## config.mk

```make
export PLATFORM = sky130hd
export DESIGN_NAME = floppy_command_field_decode
export DESIGN_NICKNAME = d
export VERILOG_FILES = /design/src/rtl/fcfd_pkg.sv /design/src/rtl/fcfd_delay.sv /design/src/rtl/floppy_command_field_decode.sv
export SDC_FILE = /design/constraint.sdc
export NUM_CORES = 1
export LEC_CHECK = 0
export ABC_AREA = 1
export BUFFER_PORTS_ARGS = -buffer_cell sky130_fd_sc_hd__buf_2
export CORE_AREA = 5 5 175 177
export DETAILED_ROUTE_END_ITERATION = 8
export DIE_AREA = 0 0 180 182
export PLACE_DENSITY = 0.73
export RECOVER_POWER = 50
export SLEW_MARGIN = 20
export SYNTH_ARGS = -nofsm -noshare
export SYNTH_HDL_FRONTEND = slang
export SYNTH_SLANG_ARGS = --single-unit
```

## constraint.sdc

```tcl
create_clock -name pclk -period 8 [get_ports pclk]
set_input_delay 2.4 -clock pclk [delete_from_list [all_inputs] [get_ports pclk]]
set_output_delay 2.4 -clock pclk [all_outputs]
set_load 0.02 [all_outputs]
```

## src/rtl/fcfd_pkg.sv

```systemverilog
/*
  Constants for the command field decoder: register offsets, field positions,
  reset values, sector geometry and head timing counts.
  Assumes a 10 MHz APB clock; the decoder and the test bench import it.
*/
package fcfd_pkg;
  // Timing
  localparam int CLK_PERIOD_NS = 100;
  localparam int HEAD_UNIT_NS  = 1000000;
  localparam int HEAD_UNIT_CYC = (HEAD_UNIT_NS + CLK_PERIOD_NS - 1) / CLK_PERIOD_NS;

  // Register byte offsets
  localparam logic [7:0] ADDR_CMD    = 8'h00;
  localparam logic [7:0] ADDR_PARAM  = 8'h04;
  localparam logic [7:0] ADDR_GAP    = 8'h08;
  localparam logic [7:0] ADDR_CFG    = 8'h0c;
  localparam logic [7:0] ADDR_TIMING = 8'h10;
  localparam logic [7:0] ADDR_CTRL   = 8'h14;
  localparam logic [7:0] ADDR_STATUS = 8'h18;
  localparam logic [7:0] ADDR_LENGTH = 8'h1c;

  // Command register fields
  localparam int UNIT_SELECT_LO_BIT    = 0;
  localparam int UNIT_SELECT_HI_BIT    = 1;
  localparam int SIDE_SELECT_BIT       = 2;
  localparam int STEP_IN_BIT           = 3;
  localparam int CYLINDER_SPAN_BIT     = 4;
  localparam int DENSITY_MFM_BIT       = 5;
  localparam int VERIFY_COUNT_MODE_BIT = 6;
  localparam int VERIFY_CMD_BIT        = 7;
  localparam int HAS_CYLINDER_BIT      = 8;
  localparam int PERPENDICULAR_BIT     = 9;

  // Parameter register fields
  localparam int SIZE_CODE_LSB   = 0;
  localparam int SHORT_LEN_LSB   = 8;
  localparam int LAST_SECTOR_LSB = 16;
  localparam int FIRST_SECTOR_LSB = 24;

  // Gap register fields
  localparam int GAP3_LSB = 0;
  localparam int GAP2_LSB = 8;

  // Config register fields
  localparam int BUFFER_DISABLE_N_BIT = 0;
  localparam int IMPLIED_SEEK_BIT     = 1;
  localparam int LOCK_BIT             = 2;
  localparam int THRESHOLD_LSB        = 4;
  localparam int PRECOMP_LSB          = 8;
  localparam logic [15:0] CFG_RST     = 16'h0001;

  // Timing register fields
  localparam int SETTLE_LSB  = 0;
  localparam int RELEASE_LSB = 8;

  // Control register strobes
  localparam int CTRL_START_BIT    = 0;
  localparam int CTRL_SOFT_RST_BIT = 1;
  localparam int CTRL_EXEC_END_BIT = 2;

  // Sector geometry
  localparam logic [14:0] BASE_SECTOR_BYTES = 15'h0080;
  localparam logic [2:0]  MAX_SIZE_CODE     = 3'h7;
  localparam logic [7:0]  FIRST_SECTOR      = 8'h01;
  localparam logic [7:0]  GAP2_DEFAULT      = 8'h16;

  typedef enum logic [2:0] {
    PH_IDLE, PH_SEEK, PH_SETTLE, PH_EXEC, PH_RELEASE
  } phase_e;
endpackage

```

## src/rtl/fcfd_delay.sv

```systemverilog
/*
  Head delay timer: counts a number of time units, then pulses expired.
  Assumes start is a one-cycle pulse from logic on the same clock.
*/
module fcfd_delay #(
  parameter int UNIT_CYCLES = 10000,
  parameter int WIDTH       = 8
) (
  // Clock and reset
  input  wire logic             pclk,
  input  wire logic             presetn,
  // Control
  input  wire logic             start,
  input  wire logic [WIDTH-1:0] units,
  // Status
  output logic                  busy,
  output logic                  expired
);
  initial begin
    if (UNIT_CYCLES < 1 || WIDTH < 1) begin
      $error("fcfd_delay: bad parameters");
    end
  end

  logic [WIDTH-1:0] cnt_q;
  logic [31:0]      pre_q;
  logic             run_q;
  logic             exp_q;

  // Unit prescaler and unit countdown
  always_ff @(posedge pclk or negedge presetn) begin
    if (!presetn) begin
      cnt_q <= '0;
      pre_q <= '0;
      run_q <= 1'b0;
    end else if (start) begin
      cnt_q <= units;
      pre_q <= '0;
      run_q <= 1'b1;
    end else if (run_q) begin
      if (cnt_q == '0) begin
        run_q <= 1'b0;
      end else if (pre_q == 32'(UNIT_CYCLES - 1)) begin
        pre_q <= '0;
        cnt_q <= cnt_q - 1'b1;
      end else begin
        pre_q <= pre_q + 32'h1;
      end
    end
  end

  // One-cycle expiry pulse
  always_ff @(posedge pclk or negedge presetn) begin
    if (!presetn) begin
      exp_q <= 1'b0;
    end else begin
      exp_q <= run_q && !start && (cnt_q == '0);
    end
  end

  assign busy    = run_q;
  assign expired = exp_q;
endmodule

```

## src/rtl/floppy_command_field_decode.sv

```systemverilog
/*
  Command field decoder: holds command and configuration fields written over
  APB, sequences seek, head settle, sector transfer and head release.
  Assumes the disk engine on the same clock supplies byte_tick, seek_done
  and identifier fields; no synchronisers are needed for them.
*/
module floppy_command_field_decode
  import fcfd_pkg::*;
#(
  parameter int HEAD_UNIT_CYCLES = HEAD_UNIT_CYC
) (
  // Clock and reset
  input  wire logic        pclk,
  input  wire logic        presetn,
  // APB slave
  input  wire logic [7:0]  paddr,
  input  wire logic        psel,
  input  wire logic        penable,
  input  wire logic        pwrite,
  input  wire logic [31:0] pwdata,
  output logic [31:0]      prdata,
  output logic             pready,
  output logic             pslverr,
  // Disk engine
  input  wire logic        byte_tick,
  input  wire logic        seek_done,
  input  wire logic        id_valid,
  input  wire logic        id_side,
  // Drive and format controls
  output logic [3:0]       drive_sel,
  output logic             side_out,
  output logic             step_in,
  output logic             seek_req,
  output logic             head_load,
  output logic             mfm_mode,
  output logic             fifo_enable,
  output logic [3:0]       buffer_threshold,
  output logic [7:0]       precomp_start_cylinder,
  output logic [7:0]       gap3_len,
  output logic [7:0]       gap2_len,
  // Byte stream qualifiers
  output logic             host_byte_en,
  output logic             zero_fill,
  output logic             crc_byte_en,
  output logic [7:0]       sector_num,
  output logic             id_side_match,
  output logic             exec_active
);
  initial begin
    if (HEAD_UNIT_CYCLES < 1) begin
      $error("floppy_command_field_decode: HEAD_UNIT_CYCLES below 1");
    end
  end

  // Sector length for a size code
  function automatic logic [14:0] sector_bytes(input logic [2:0] code);
    sector_bytes = BASE_SECTOR_BYTES << code;
  endfunction

  logic [9:0]  cmd_q;
  logic [31:0] param_q;
  logic [15:0] gap_q;
  logic [15:0] cfg_q;
  logic [15:0] tim_q;
  logic [31:0] prdata_q;
  phase_e      ph_q;
  logic [7:0]  sec_q;
  logic        side_q;
  logic [14:0] idx_q;
  logic [7:0]  nsec_q;
  logic        match_q;
  logic        loaded_q;
  logic [3:0]  drv_q;

  logic        wr_en;
  logic        addr_hit;
  logic        start_wr;
  logic        soft_rst;
  logic        exec_end_wr;
  logic [2:0]  size_code;
  logic [7:0]  short_sector_length;
  logic [7:0]  last_sector_number;
  logic [14:0] phys_len;
  logic [14:0] xfer_len;
  logic        in_exec;
  logic        sector_end;
  logic        last_done;
  logic        wrap_side;
  logic        exec_fin;
  logic        settle_go;
  logic        settle_exp;
  logic        release_exp;
  logic        verify_count;

  // Address decode
  always_comb begin
    unique case (paddr)
      ADDR_CMD, ADDR_PARAM, ADDR_GAP, ADDR_CFG,
      ADDR_TIMING, ADDR_CTRL, ADDR_STATUS, ADDR_LENGTH: addr_hit = 1'b1;
      default: addr_hit = 1'b0;
    endcase
  end

  // APB handshake, zero wait states
  assign pready      = 1'b1;
  assign pslverr     = psel && penable && !addr_hit;
  assign wr_en       = psel && penable && pwrite && addr_hit;
  assign start_wr    = wr_en && (paddr == ADDR_CTRL) && pwdata[CTRL_START_BIT];
  assign soft_rst    = wr_en && (paddr == ADDR_CTRL) && pwdata[CTRL_SOFT_RST_BIT];
  assign exec_end_wr = wr_en && (paddr == ADDR_CTRL) && pwdata[CTRL_EXEC_END_BIT];

  // Command, parameter, gap and timing registers
  always_ff @(posedge pclk or negedge presetn) begin
    if (!presetn) begin
      cmd_q   <= '0;
      param_q <= '0;
      gap_q   <= '0;
      tim_q   <= '0;
    end else if (wr_en) begin
      case (paddr)
        ADDR_CMD:    cmd_q   <= pwdata[9:0];
        ADDR_PARAM:  param_q <= pwdata;
        ADDR_GAP:    gap_q   <= pwdata[15:0];
        ADDR_TIMING: tim_q   <= pwdata[15:0];
        default:     ;
      endcase
    end
  end

  // Configuration with lock against soft reset; implied seek resets regardless
  always_ff @(posedge pclk or negedge presetn) begin
    if (!presetn) begin
      cfg_q <= CFG_RST;
    end else if (wr_en && paddr == ADDR_CFG) begin
      cfg_q <= pwdata[15:0];
    end else if (soft_rst) begin
      cfg_q[IMPLIED_SEEK_BIT] <= CFG_RST[IMPLIED_SEEK_BIT];
      if (!cfg_q[LOCK_BIT]) begin
        cfg_q[BUFFER_DISABLE_N_BIT]             <= CFG_RST[BUFFER_DISABLE_N_BIT];
        cfg_q[THRESHOLD_LSB+:4]                 <= CFG_RST[THRESHOLD_LSB+:4];
        cfg_q[PRECOMP_LSB+:8]                   <= CFG_RST[PRECOMP_LSB+:8];
      end
    end
  end

  // Field extraction
  assign size_code           = param_q[SIZE_CODE_LSB+:3];
  assign short_sector_length = param_q[SHORT_LEN_LSB+:8];
  assign last_sector_number  = param_q[LAST_SECTOR_LSB+:8];
  assign verify_count        = cmd_q[VERIFY_CMD_BIT] && cmd_q[VERIFY_COUNT_MODE_BIT];

  always_comb begin
    phys_len = sector_bytes(size_code);
    xfer_len = phys_len;
    if (size_code == 3'h0 && !verify_count) begin
      xfer_len = {7'h00, short_sector_length};
    end
  end

  // Phase sequencer
  assign in_exec    = (ph_q == PH_EXEC);
  assign sector_end = in_exec && byte_tick && (idx_q == phys_len - 15'h0001);
  assign exec_fin   = in_exec && ((sector_end && last_done) || exec_end_wr);

  always_ff @(posedge pclk or negedge presetn) begin
    if (!presetn) begin
      ph_q <= PH_IDLE;
    end else if (soft_rst) begin
      ph_q <= PH_IDLE;
    end else begin
      unique case (ph_q)
        PH_IDLE: if (start_wr) begin
          ph_q <= (cfg_q[IMPLIED_SEEK_BIT] && cmd_q[HAS_CYLINDER_BIT]) ? PH_SEEK : PH_SETTLE;
        end
        PH_SEEK: if (seek_done) ph_q <= PH_SETTLE;
        PH_SETTLE: if (settle_exp) ph_q <= PH_EXEC;
        PH_EXEC: if (exec_fin) ph_q <= PH_RELEASE;
        PH_RELEASE: if (release_exp) ph_q <= PH_IDLE;
        // Unused state codes fall back to idle
        default: ph_q <= PH_IDLE;
      endcase
    end
  end

  // Settle timer starts as the phase enters settle
  assign settle_go = (ph_q == PH_IDLE && start_wr &&
                      !(cfg_q[IMPLIED_SEEK_BIT] && cmd_q[HAS_CYLINDER_BIT])) ||
                     (ph_q == PH_SEEK && seek_done);

  fcfd_delay #(.UNIT_CYCLES(HEAD_UNIT_CYCLES), .WIDTH(8)) u_settle (
    .pclk    (pclk),
    .presetn (presetn),
    .start   (settle_go && !soft_rst),
    .units   (tim_q[SETTLE_LSB+:8]),
    .busy    (),
    .expired (settle_exp)
  );

  fcfd_delay #(.UNIT_CYCLES(HEAD_UNIT_CYCLES), .WIDTH(8)) u_release (
    .pclk    (pclk),
    .presetn (presetn),
    .start   (exec_fin && !soft_rst),
    .units   (tim_q[RELEASE_LSB+:8]),
    .busy    (),
    .expired (release_exp)
  );

  // Head load level
  always_ff @(posedge pclk or negedge presetn) begin
    if (!presetn) begin
      loaded_q <= 1'b0;
    end else if (soft_rst || (ph_q == PH_RELEASE && release_exp)) begin
      loaded_q <= 1'b0;
    end else if (settle_go) begin
      loaded_q <= 1'b1;
    end
  end

  // Sector completion test
  always_comb begin
    wrap_side = (sec_q == last_sector_number) && cmd_q[CYLINDER_SPAN_BIT] && !side_q;
    if (verify_count) begin
      last_done = (nsec_q + 8'h01 == short_sector_length);
    end else begin
      last_done = (sec_q == last_sector_number) && !wrap_side;
    end
  end

  // Sector, side and byte index sequencing
  always_ff @(posedge pclk or negedge presetn) begin
    if (!presetn) begin
      sec_q  <= '0;
      side_q <= 1'b0;
      idx_q  <= '0;
      nsec_q <= '0;
    end else if (ph_q == PH_IDLE && start_wr) begin
      sec_q  <= param_q[FIRST_SECTOR_LSB+:8];
      side_q <= cmd_q[CYLINDER_SPAN_BIT] ? 1'b0 : cmd_q[SIDE_SELECT_BIT];
      idx_q  <= '0;
      nsec_q <= '0;
    end else if (sector_end) begin
      idx_q  <= '0;
      nsec_q <= nsec_q + 8'h01;
      if (wrap_side) begin
        side_q <= 1'b1;
        sec_q  <= FIRST_SECTOR;
      end else begin
        sec_q <= sec_q + 8'h01;
      end
    end else if (in_exec && byte_tick) begin
      idx_q <= idx_q + 15'h0001;
    end
  end

  always_ff @(posedge pclk or negedge presetn) begin
    if (!presetn) begin
      match_q <= 1'b0;
    end else if (id_valid) begin
      match_q <= (id_side == side_q);
    end
  end

  generate
    for (genvar i = 0; i < 4; i++) begin : g_drive
      always_ff @(posedge pclk or negedge presetn) begin
        if (!presetn) begin
          drv_q[i] <= 1'b0;
        end else begin
          drv_q[i] <= ({cmd_q[UNIT_SELECT_HI_BIT], cmd_q[UNIT_SELECT_LO_BIT]} == 2'(i));
        end
      end
    end
  endgenerate

  // Byte qualifiers
  // withhold extra read bytes
  assign host_byte_en = in_exec && byte_tick && (idx_q < xfer_len);
  assign zero_fill    = in_exec && (idx_q >= xfer_len);
  assign crc_byte_en  = in_exec && byte_tick;

  // Drive and format outputs
  // step direction
  assign step_in      = cmd_q[STEP_IN_BIT];
  assign seek_req     = (ph_q == PH_SEEK);
  assign head_load    = loaded_q;
  assign mfm_mode     = cmd_q[DENSITY_MFM_BIT];
  assign fifo_enable  = !cfg_q[BUFFER_DISABLE_N_BIT];
  assign buffer_threshold       = cfg_q[THRESHOLD_LSB+:4];
  assign precomp_start_cylinder = cfg_q[PRECOMP_LSB+:8];
  assign gap3_len     = gap_q[GAP3_LSB+:8];
  assign gap2_len     = cmd_q[PERPENDICULAR_BIT] ? gap_q[GAP2_LSB+:8] : GAP2_DEFAULT;
  assign drive_sel    = drv_q;
  assign side_out     = side_q;
  assign sector_num   = sec_q;
  assign id_side_match = match_q;
  assign exec_active  = in_exec;

  // Read data captured in the setup cycle
  always_ff @(posedge pclk or negedge presetn) begin
    if (!presetn) begin
      prdata_q <= '0;
    end else if (psel && !penable && !pwrite) begin
      unique case (paddr)
        ADDR_CMD:    prdata_q <= {22'h000000, cmd_q};
        ADDR_PARAM:  prdata_q <= param_q;
        ADDR_GAP:    prdata_q <= {16'h0000, gap_q};
        ADDR_CFG:    prdata_q <= {16'h0000, cfg_q};
        ADDR_TIMING: prdata_q <= {16'h0000, tim_q};
        ADDR_STATUS: prdata_q <= {8'h00, nsec_q, sec_q, 1'b0, ph_q,
                                  match_q, loaded_q, side_q, in_exec};
        ADDR_LENGTH: prdata_q <= {1'b0, xfer_len, 1'b0, phys_len};
        default:     prdata_q <= '0;
      endcase
    end
  end

  assign prdata = prdata_q;

  // Checks
  seek_dir_a: assert property (@(posedge pclk) disable iff (!presetn)
    (wr_en && paddr == ADDR_CMD) |=> (step_in == $past(pwdata[STEP_IN_BIT])))
    else $error("step direction wrong");
  drive_dec_a: assert property (@(posedge pclk) disable iff (!presetn)
    $stable(cmd_q) |=> (drive_sel == (4'h1 << $past(cmd_q[1:0]))))
    else $error("drive decode wrong");
  short_read_a: assert property (@(posedge pclk) disable iff (!presetn)
    (in_exec && byte_tick && size_code == 3'h0 && !verify_count &&
     idx_q >= {7'h00, short_sector_length}) |-> !host_byte_en)
    else $error("extra byte passed");
  zero_tail_a: assert property (@(posedge pclk) disable iff (!presetn)
    (in_exec && byte_tick) |-> (host_byte_en != zero_fill))
    else $error("byte neither passed nor zero filled");
  crc_full_a: assert property (@(posedge pclk) disable iff (!presetn)
    (in_exec && byte_tick) |-> crc_byte_en)
    else $error("crc byte dropped");
  soft_default_a: assert property (@(posedge pclk) disable iff (!presetn)
    (soft_rst && !cfg_q[LOCK_BIT]) |=> !fifo_enable)
    else $error("buffer not disabled");
  lock_hold_a: assert property (@(posedge pclk) disable iff (!presetn)
    (soft_rst && cfg_q[LOCK_BIT]) |=> $stable(cfg_q[15:4]) && $stable(fifo_enable))
    else $error("locked setting lost");
  implied_seek_a: assert property (@(posedge pclk) disable iff (!presetn)
    (ph_q == PH_IDLE && start_wr && !soft_rst) |=>
      ((ph_q == PH_SEEK) == $past(cfg_q[IMPLIED_SEEK_BIT] && cmd_q[HAS_CYLINDER_BIT])))
    else $error("implied seek wrong");
  settle_wait_a: assert property (@(posedge pclk) disable iff (!presetn)
    (in_exec && !$past(in_exec)) |-> $past(settle_exp) && head_load)
    else $error("exec before settle");
  span_wrap_a: assert property (@(posedge pclk) disable iff (!presetn)
    (sector_end && wrap_side && !soft_rst) |=> side_q && sec_q == FIRST_SECTOR)
    else $error("span wrap wrong");
endmodule

```

# Word-level counts from Yosys, hierarchy flattened
# Memory sizes are Yosys's and may differ from the RTL's.
# Index checks and enable logic that the tools add are counted.
[classes]
n_shift = 1
n_addsub = 8
eq_ne = 28
n_reduce_logical = 74
muxes = 55
magnitude_cmp = 2
[op_table]
columns = ["operator", "count"]
rows = [
  ["$mux W32", 8],
  ["$pmux W32 S7", 1],
  ["$mux W8", 14],
  ["$add A32 B1 Y32 const B", 2],
  ["$eq A32 B14 Y1 const B", 2],
  ["$mux W15", 4],
  ["$mux W12", 3],
  ["$logic_and A1 B1 Y1", 33],
  ["$eq A8 B5 Y1 const B", 4],
  ["$logic_not A8 Y1", 3],
  ["$mux W3", 6],
  ["$add A8 B1 Y8 const B", 2],
  ["$eq A8 B4 Y1 const B", 2],
  ["$eq A8 B8 Y1", 2],
  ["$reduce_and A2 Y1", 8],
  ["$reduce_bool A2 Y1", 8],
  ["$sub A8 B1 Y8 const B", 2],
  ["$add A15 B1 Y15 const B", 1],
  ["$eq A15 B15 Y1", 1],
  ["$ge A15 B15 Y1", 1],
  ["$lt A15 B15 Y1", 1],
  ["$mux W1", 15],
  ["$pmux W3 S5", 1],
  ["$shl A8 B3 Y15 const A", 1],
  ["19 further kinds", 43],
]
[word_totals]
mem_bits_ro = 32
input_bits = 49
n_memories = 1
output_inout_bits = 85
wordCells = 196
reg_bits = 247
[memory_table]
columns = ["name", "depth", "width", "rd", "rd_ports_with_merged_regs", "write_ports", "line_no", "source"]
rows = [
  ["(name not given)", 32, 1, 1, 0, 0, "floppy_command_field_decode.sv:97", "unique case (paddr)"],
]

# Logic depth before layout (Yosys ltp)
[logic_depth]
word_depth = 13
ltp_mapped = 19
mapped_depth_nobuf = 17

# By module
# Synthesis repeated with hierarchy kept, for this count alone.
[unflattened]
cells_unflattened = 2091
area_unflattened_um2 = 15028.2
[by_module_without_submodules]
columns = ["mod", "seq_area_each_um2", "area_each_um2", "instances", "cells_each"]
rows = [
  ["floppy_command_field_decode", 4080.2, 9064.9, 1, 1135],
  ["fcfd_delay", 1051.0, 2981.6, 2, 478],
]

# Worst setup path before layout
# No wires, ideal clock.
[synth_timing]
path_kind = "input-to-output"
startpoint = "input port paddr[5]"
endpoint = "output port pslverr"
setup_slack_ns = 2.727
path_buffers = 0
stages = 4
required_time_ns = 5.600
arrival_ns = 2.873
cell_sequence = "nor3_2 nand2_1 nand3_1 inv_1"
[synth_between]
elab_chain_len = 4
[synth_rtl]
columns = ["item", "line_no", "source"]
rows = [
  ["from (decl)", "floppy_command_field_decode.sv:16", "input wire logic [7:0] paddr,"],
  ["$logic_not A3 Y1", "floppy_command_field_decode.sv:97", ""],
  ["$mux W1", "floppy_command_field_decode.sv:97", ""],
  ["$logic_not A1 Y1", "floppy_command_field_decode.sv:106", "assign pslverr = psel && penable && !addr_hit;"],
  ["$logic_and A1 B1 Y1", "floppy_command_field_decode.sv:106", ""],
  ["to (decl)", "floppy_command_field_decode.sv:23", "output logic pslverr,"],
]
# No other way between the ends.

==> key figures <==
Power and ir drop
  – Peak VDD IR: 150 uV
  – Leak pwr: 7.58 nW
  – Power, Total: 3.43 mW
  – PwrDens: 214 nW/um^2

STA
  – Final setup viols: 0
  – Skew final: 16.2 ps
  – Final hold vios: 0
  – Final period util: 0.752
  – Worst Setup Slack, final: 1980 ps
  – Period minus WS final: 6020 ps
  – Slew headroom: -0.895
  – RSZ-0062 raised after global routing: false
  – Slew Limit Fails: 183
  – Slew @ Worst Pin: 2840 ps
  – Fin Setup TNS: 0 ps
  – Fmax: 166 MHz

Synthesis
  – Mapped Area: 14400 sq um
  – Post-synth top area cell: dfrtp_1
  – Asr flop ratio synth: 1.00
  – Sequential share of the synthesized area: 0.429
  – Synth Instances: 1892
  – Post-synth cell types: 49
  – Seq cells post-synth: 247
  – Largest cells by area after synthesis: dfrtp_1 (43%), nand2_1 (14%), inv_1 (5.7%), o21ai_0 (5.5%), xor2_1 (4.1%)
  – Top FF cell, synth: dfrtp_1
  – Syn avg cell area: 7.61 sq um
  – EDFF count, synth: 0
  – Syn Nets: 1965
  – Synth top area share: 0.427
  – Yosys Warn Count: 0

Place
  – Place WS: 2240 ps
  – PortBufs: 132
  – RePlAce Congestion: 0.960
  – Post-DP HPWL: 33400 um

Critical path
  – Reg-to-Reg End: u_settle.pre_q[2]$_DFFE_PN0P_
  – Data arrival time of the worst path: 6570 ps
  – Critical path capture point type: asynchronous set/reset pin
  – CP bufs+invs: 3
  – Crit Path Class: input pin to asynchronous set/reset pin
  – R2R cell count: 10
  – CP required: 8550 ps
  – Crit-path leading delay family: buffers and inverters
  – CP Cell Sequence: clkbuf_1 -> clkbuf_2 -> buf_4
  – Reg2Reg Setup Slack: 4270 ps
  – Critical path's slowest cell: clkbuf_2
  – Critical path launch point type: input pin
  – Worst-path fanout max: 97
  – Largest stage delay, worst path: 1870 ps
  – R2r startpoint: u_settle.cnt_q[0]$_DFFE_PN0P_

Layout
  – # diodes: 0
  – Share of layout cells above drive strength 1: 0.0835
  – Nets: 2053
  – P&R area growth vs syn: 11.2%

Floorplanning
  – I/O Pins: 134
  – Die H: 182 um
  – Die area: 32800 sq um
  – Rows: 63
  – Die width: 180 um
  – Starting Density: 0.495
  – Core area: 29100 sq um

Global route
  – Vias in the first global route: 13.1k
  – First-pass GRT wire length: 72100 um
  – GRT Total Usage: 0.270
  – Initial antenna violation count: 0
  – Largest net degree at the start of global routing: 128
  – Grt total ovfl: 0

Clocking
  – Clock latency on the worst-skew pair: 550 ps
  – Clock Root Buffer: clkbuf_16
  – CTS Hold Bufs: 0
  – CTS max path bufs: 3
  – TritonCTS clock tree: yes
  – Setup Buffers After CTS: 0
  – Clock Sinks: 247
  – # H-tree levels: 1
  – Post-CTS resize count: 0
  – Clock slew at reported path FFs: 60 ps
  – CTS Buf Count: 29

Detailed routing
  – Initial DRT Pass Iterations: 6
  – Drt via density: 5.67
  – Final WL: 44800 um
  – DRT antenna net count: 0
  – Post-DR wirelength/cell: 18.7 um
  – Residual DRC: 0
  – Total number of vias: 13.6k
  – Starting DRT DRC Count: 1349

Status
  – Failing checks: capacitance limit, slew limit
  – Status: finished, violations left

Flow run
  – Max Cap Viol: 3

Hold path
  – Hold_sp: prdata[30]$_DFFE_PN0P_
  – Hold depth: 2
  – Hold Path End: prdata[30]$_DFFE_PN0P_
  – Worst Hold Class: flop to flop
[cell usage in the layout (no fill, tap or decap), types with 29 or more instances in the layout]
cell       netlist  routed
a21oi_1         32      32
clkbuf_1        32      72
nor3_1          59      60
nor4_1          36      36
buf_2           17      66
o21ai_0        158     158
nand3_1         94      94
inv_1          217     217
clkbuf_16        0      29
xor2_1          68      68
nand4_1         38      38
nor2_1         129     129
nand2_1        520     520
dfrtp_1        246     246
[sequential cells by signal, indices dropped and copies added, names as in the netlist, 10 cells and up]
name / cells
cfg_q: 16
cmd_q: 10
gap_q: 16
idx_q: 15
param_q: 32
prdata: 32
tim_q: 16
u_release.pre_q: 32
u_settle.pre_q: 32
[worst max path at each step]
| stage | start | endpoint | cells past startpoint |
|---|---|---|---|
| final | presetn | u_release.pre_q[29]$_DFFE_PN0P_ | 3 |
| after global routing | presetn | cfg_q[7]$_DFFE_PN0P_ | 3 |
| after detailed placement | paddr[5] | param_q[28]$_DFFE_PN0P_ | 7 |
| after floorplan | paddr[5] | pslverr | 4 |
| after global placement | paddr[5] | pslverr | 6 |
| after CTS | param_q[2]$_DFFE_PN0P_ | zero_fill | 14 |
[worst min-delay path: stages (launching register included)]
cell	delay, ps
dfrtp_1	340
nand2_1	50
nand2_1	60
[final cells by class]
type,instances,area [sq um]
Clock inverter,13,171
Fill cell,2724,13100
Tap cell,390,488
Sequential cell,247,6180
Inverter,225,846
Clock buffer,39,813
Multi-Input combinational cell,1340,6910
Timing Repair Buffer,137,609
[stage by stage]
stage | instance area [sq um] | hold WS, ps | util | std cells
after detailed placement | 15100 | 464 | 0.520 | 2338
final | 16000 | 480 | 0.551 | 2391
after global placement | 15100 | 458 | 0.520 | 2338
after CTS | 16100 | 481 | 0.554 | 2390
after floorplan | 14400 | 453 | - | 1892
after global routing | 16000 | 501 | 0.551 | 2391
[cells in the mapped netlist, types with 2 or more instances]
cell type	n
a211oi_1	10
a21oi_1	32
a221oi_1	7
buf_2	17
buf_4	26
buf_6	5
clkbuf_1	32
clkinv_1	3
dfrtp_1	246
ha_1	24
inv_1	217
inv_2	4
mux2_2	16
nand2_1	520
nand2_2	7
nand2_4	2
nand3_1	94
nand3_2	2
nand3b_1	21
nand4_1	38
nor2_1	129
nor2_2	4
nor3_1	59
nor3_2	2
nor4_1	36
o2111ai_1	8
o211ai_1	9
o21ai_0	158
o21ai_1	18
o21ai_2	3
o221ai_1	2
o22ai_1	27
o31ai_1	17
or2_2	4
xnor2_1	12
xor2_1	68
[power by group]
group	leakage (nW)	internal [mW]	switching, mW
logic	3.93	0.191	0.413
registers	3.16	1.33	0.119
clock network	0.488	0.837	0.532
total	7.58	2.36	1.06
[logic make-up after synthesis]
kind of cell / share of synthesized area
buffers and inverters: 0.0904
other: 0.000260
adder cells (fa/ha/maj): 0.0208
AND/OR/NAND/NOR: 0.281
multiplexers: 0.0125
XOR/XNOR: 0.0486
flip-flops: 0.429
AO/OA/AOI/OAI: 0.117
[layer usage]
metal	track usage	wire length (um)
met1	0.380	19300
met2	0.422	19900
met3	0.0605	4250
met4	0.0747	1360
met5	0	0
Power figures use the tool's default switching activity.
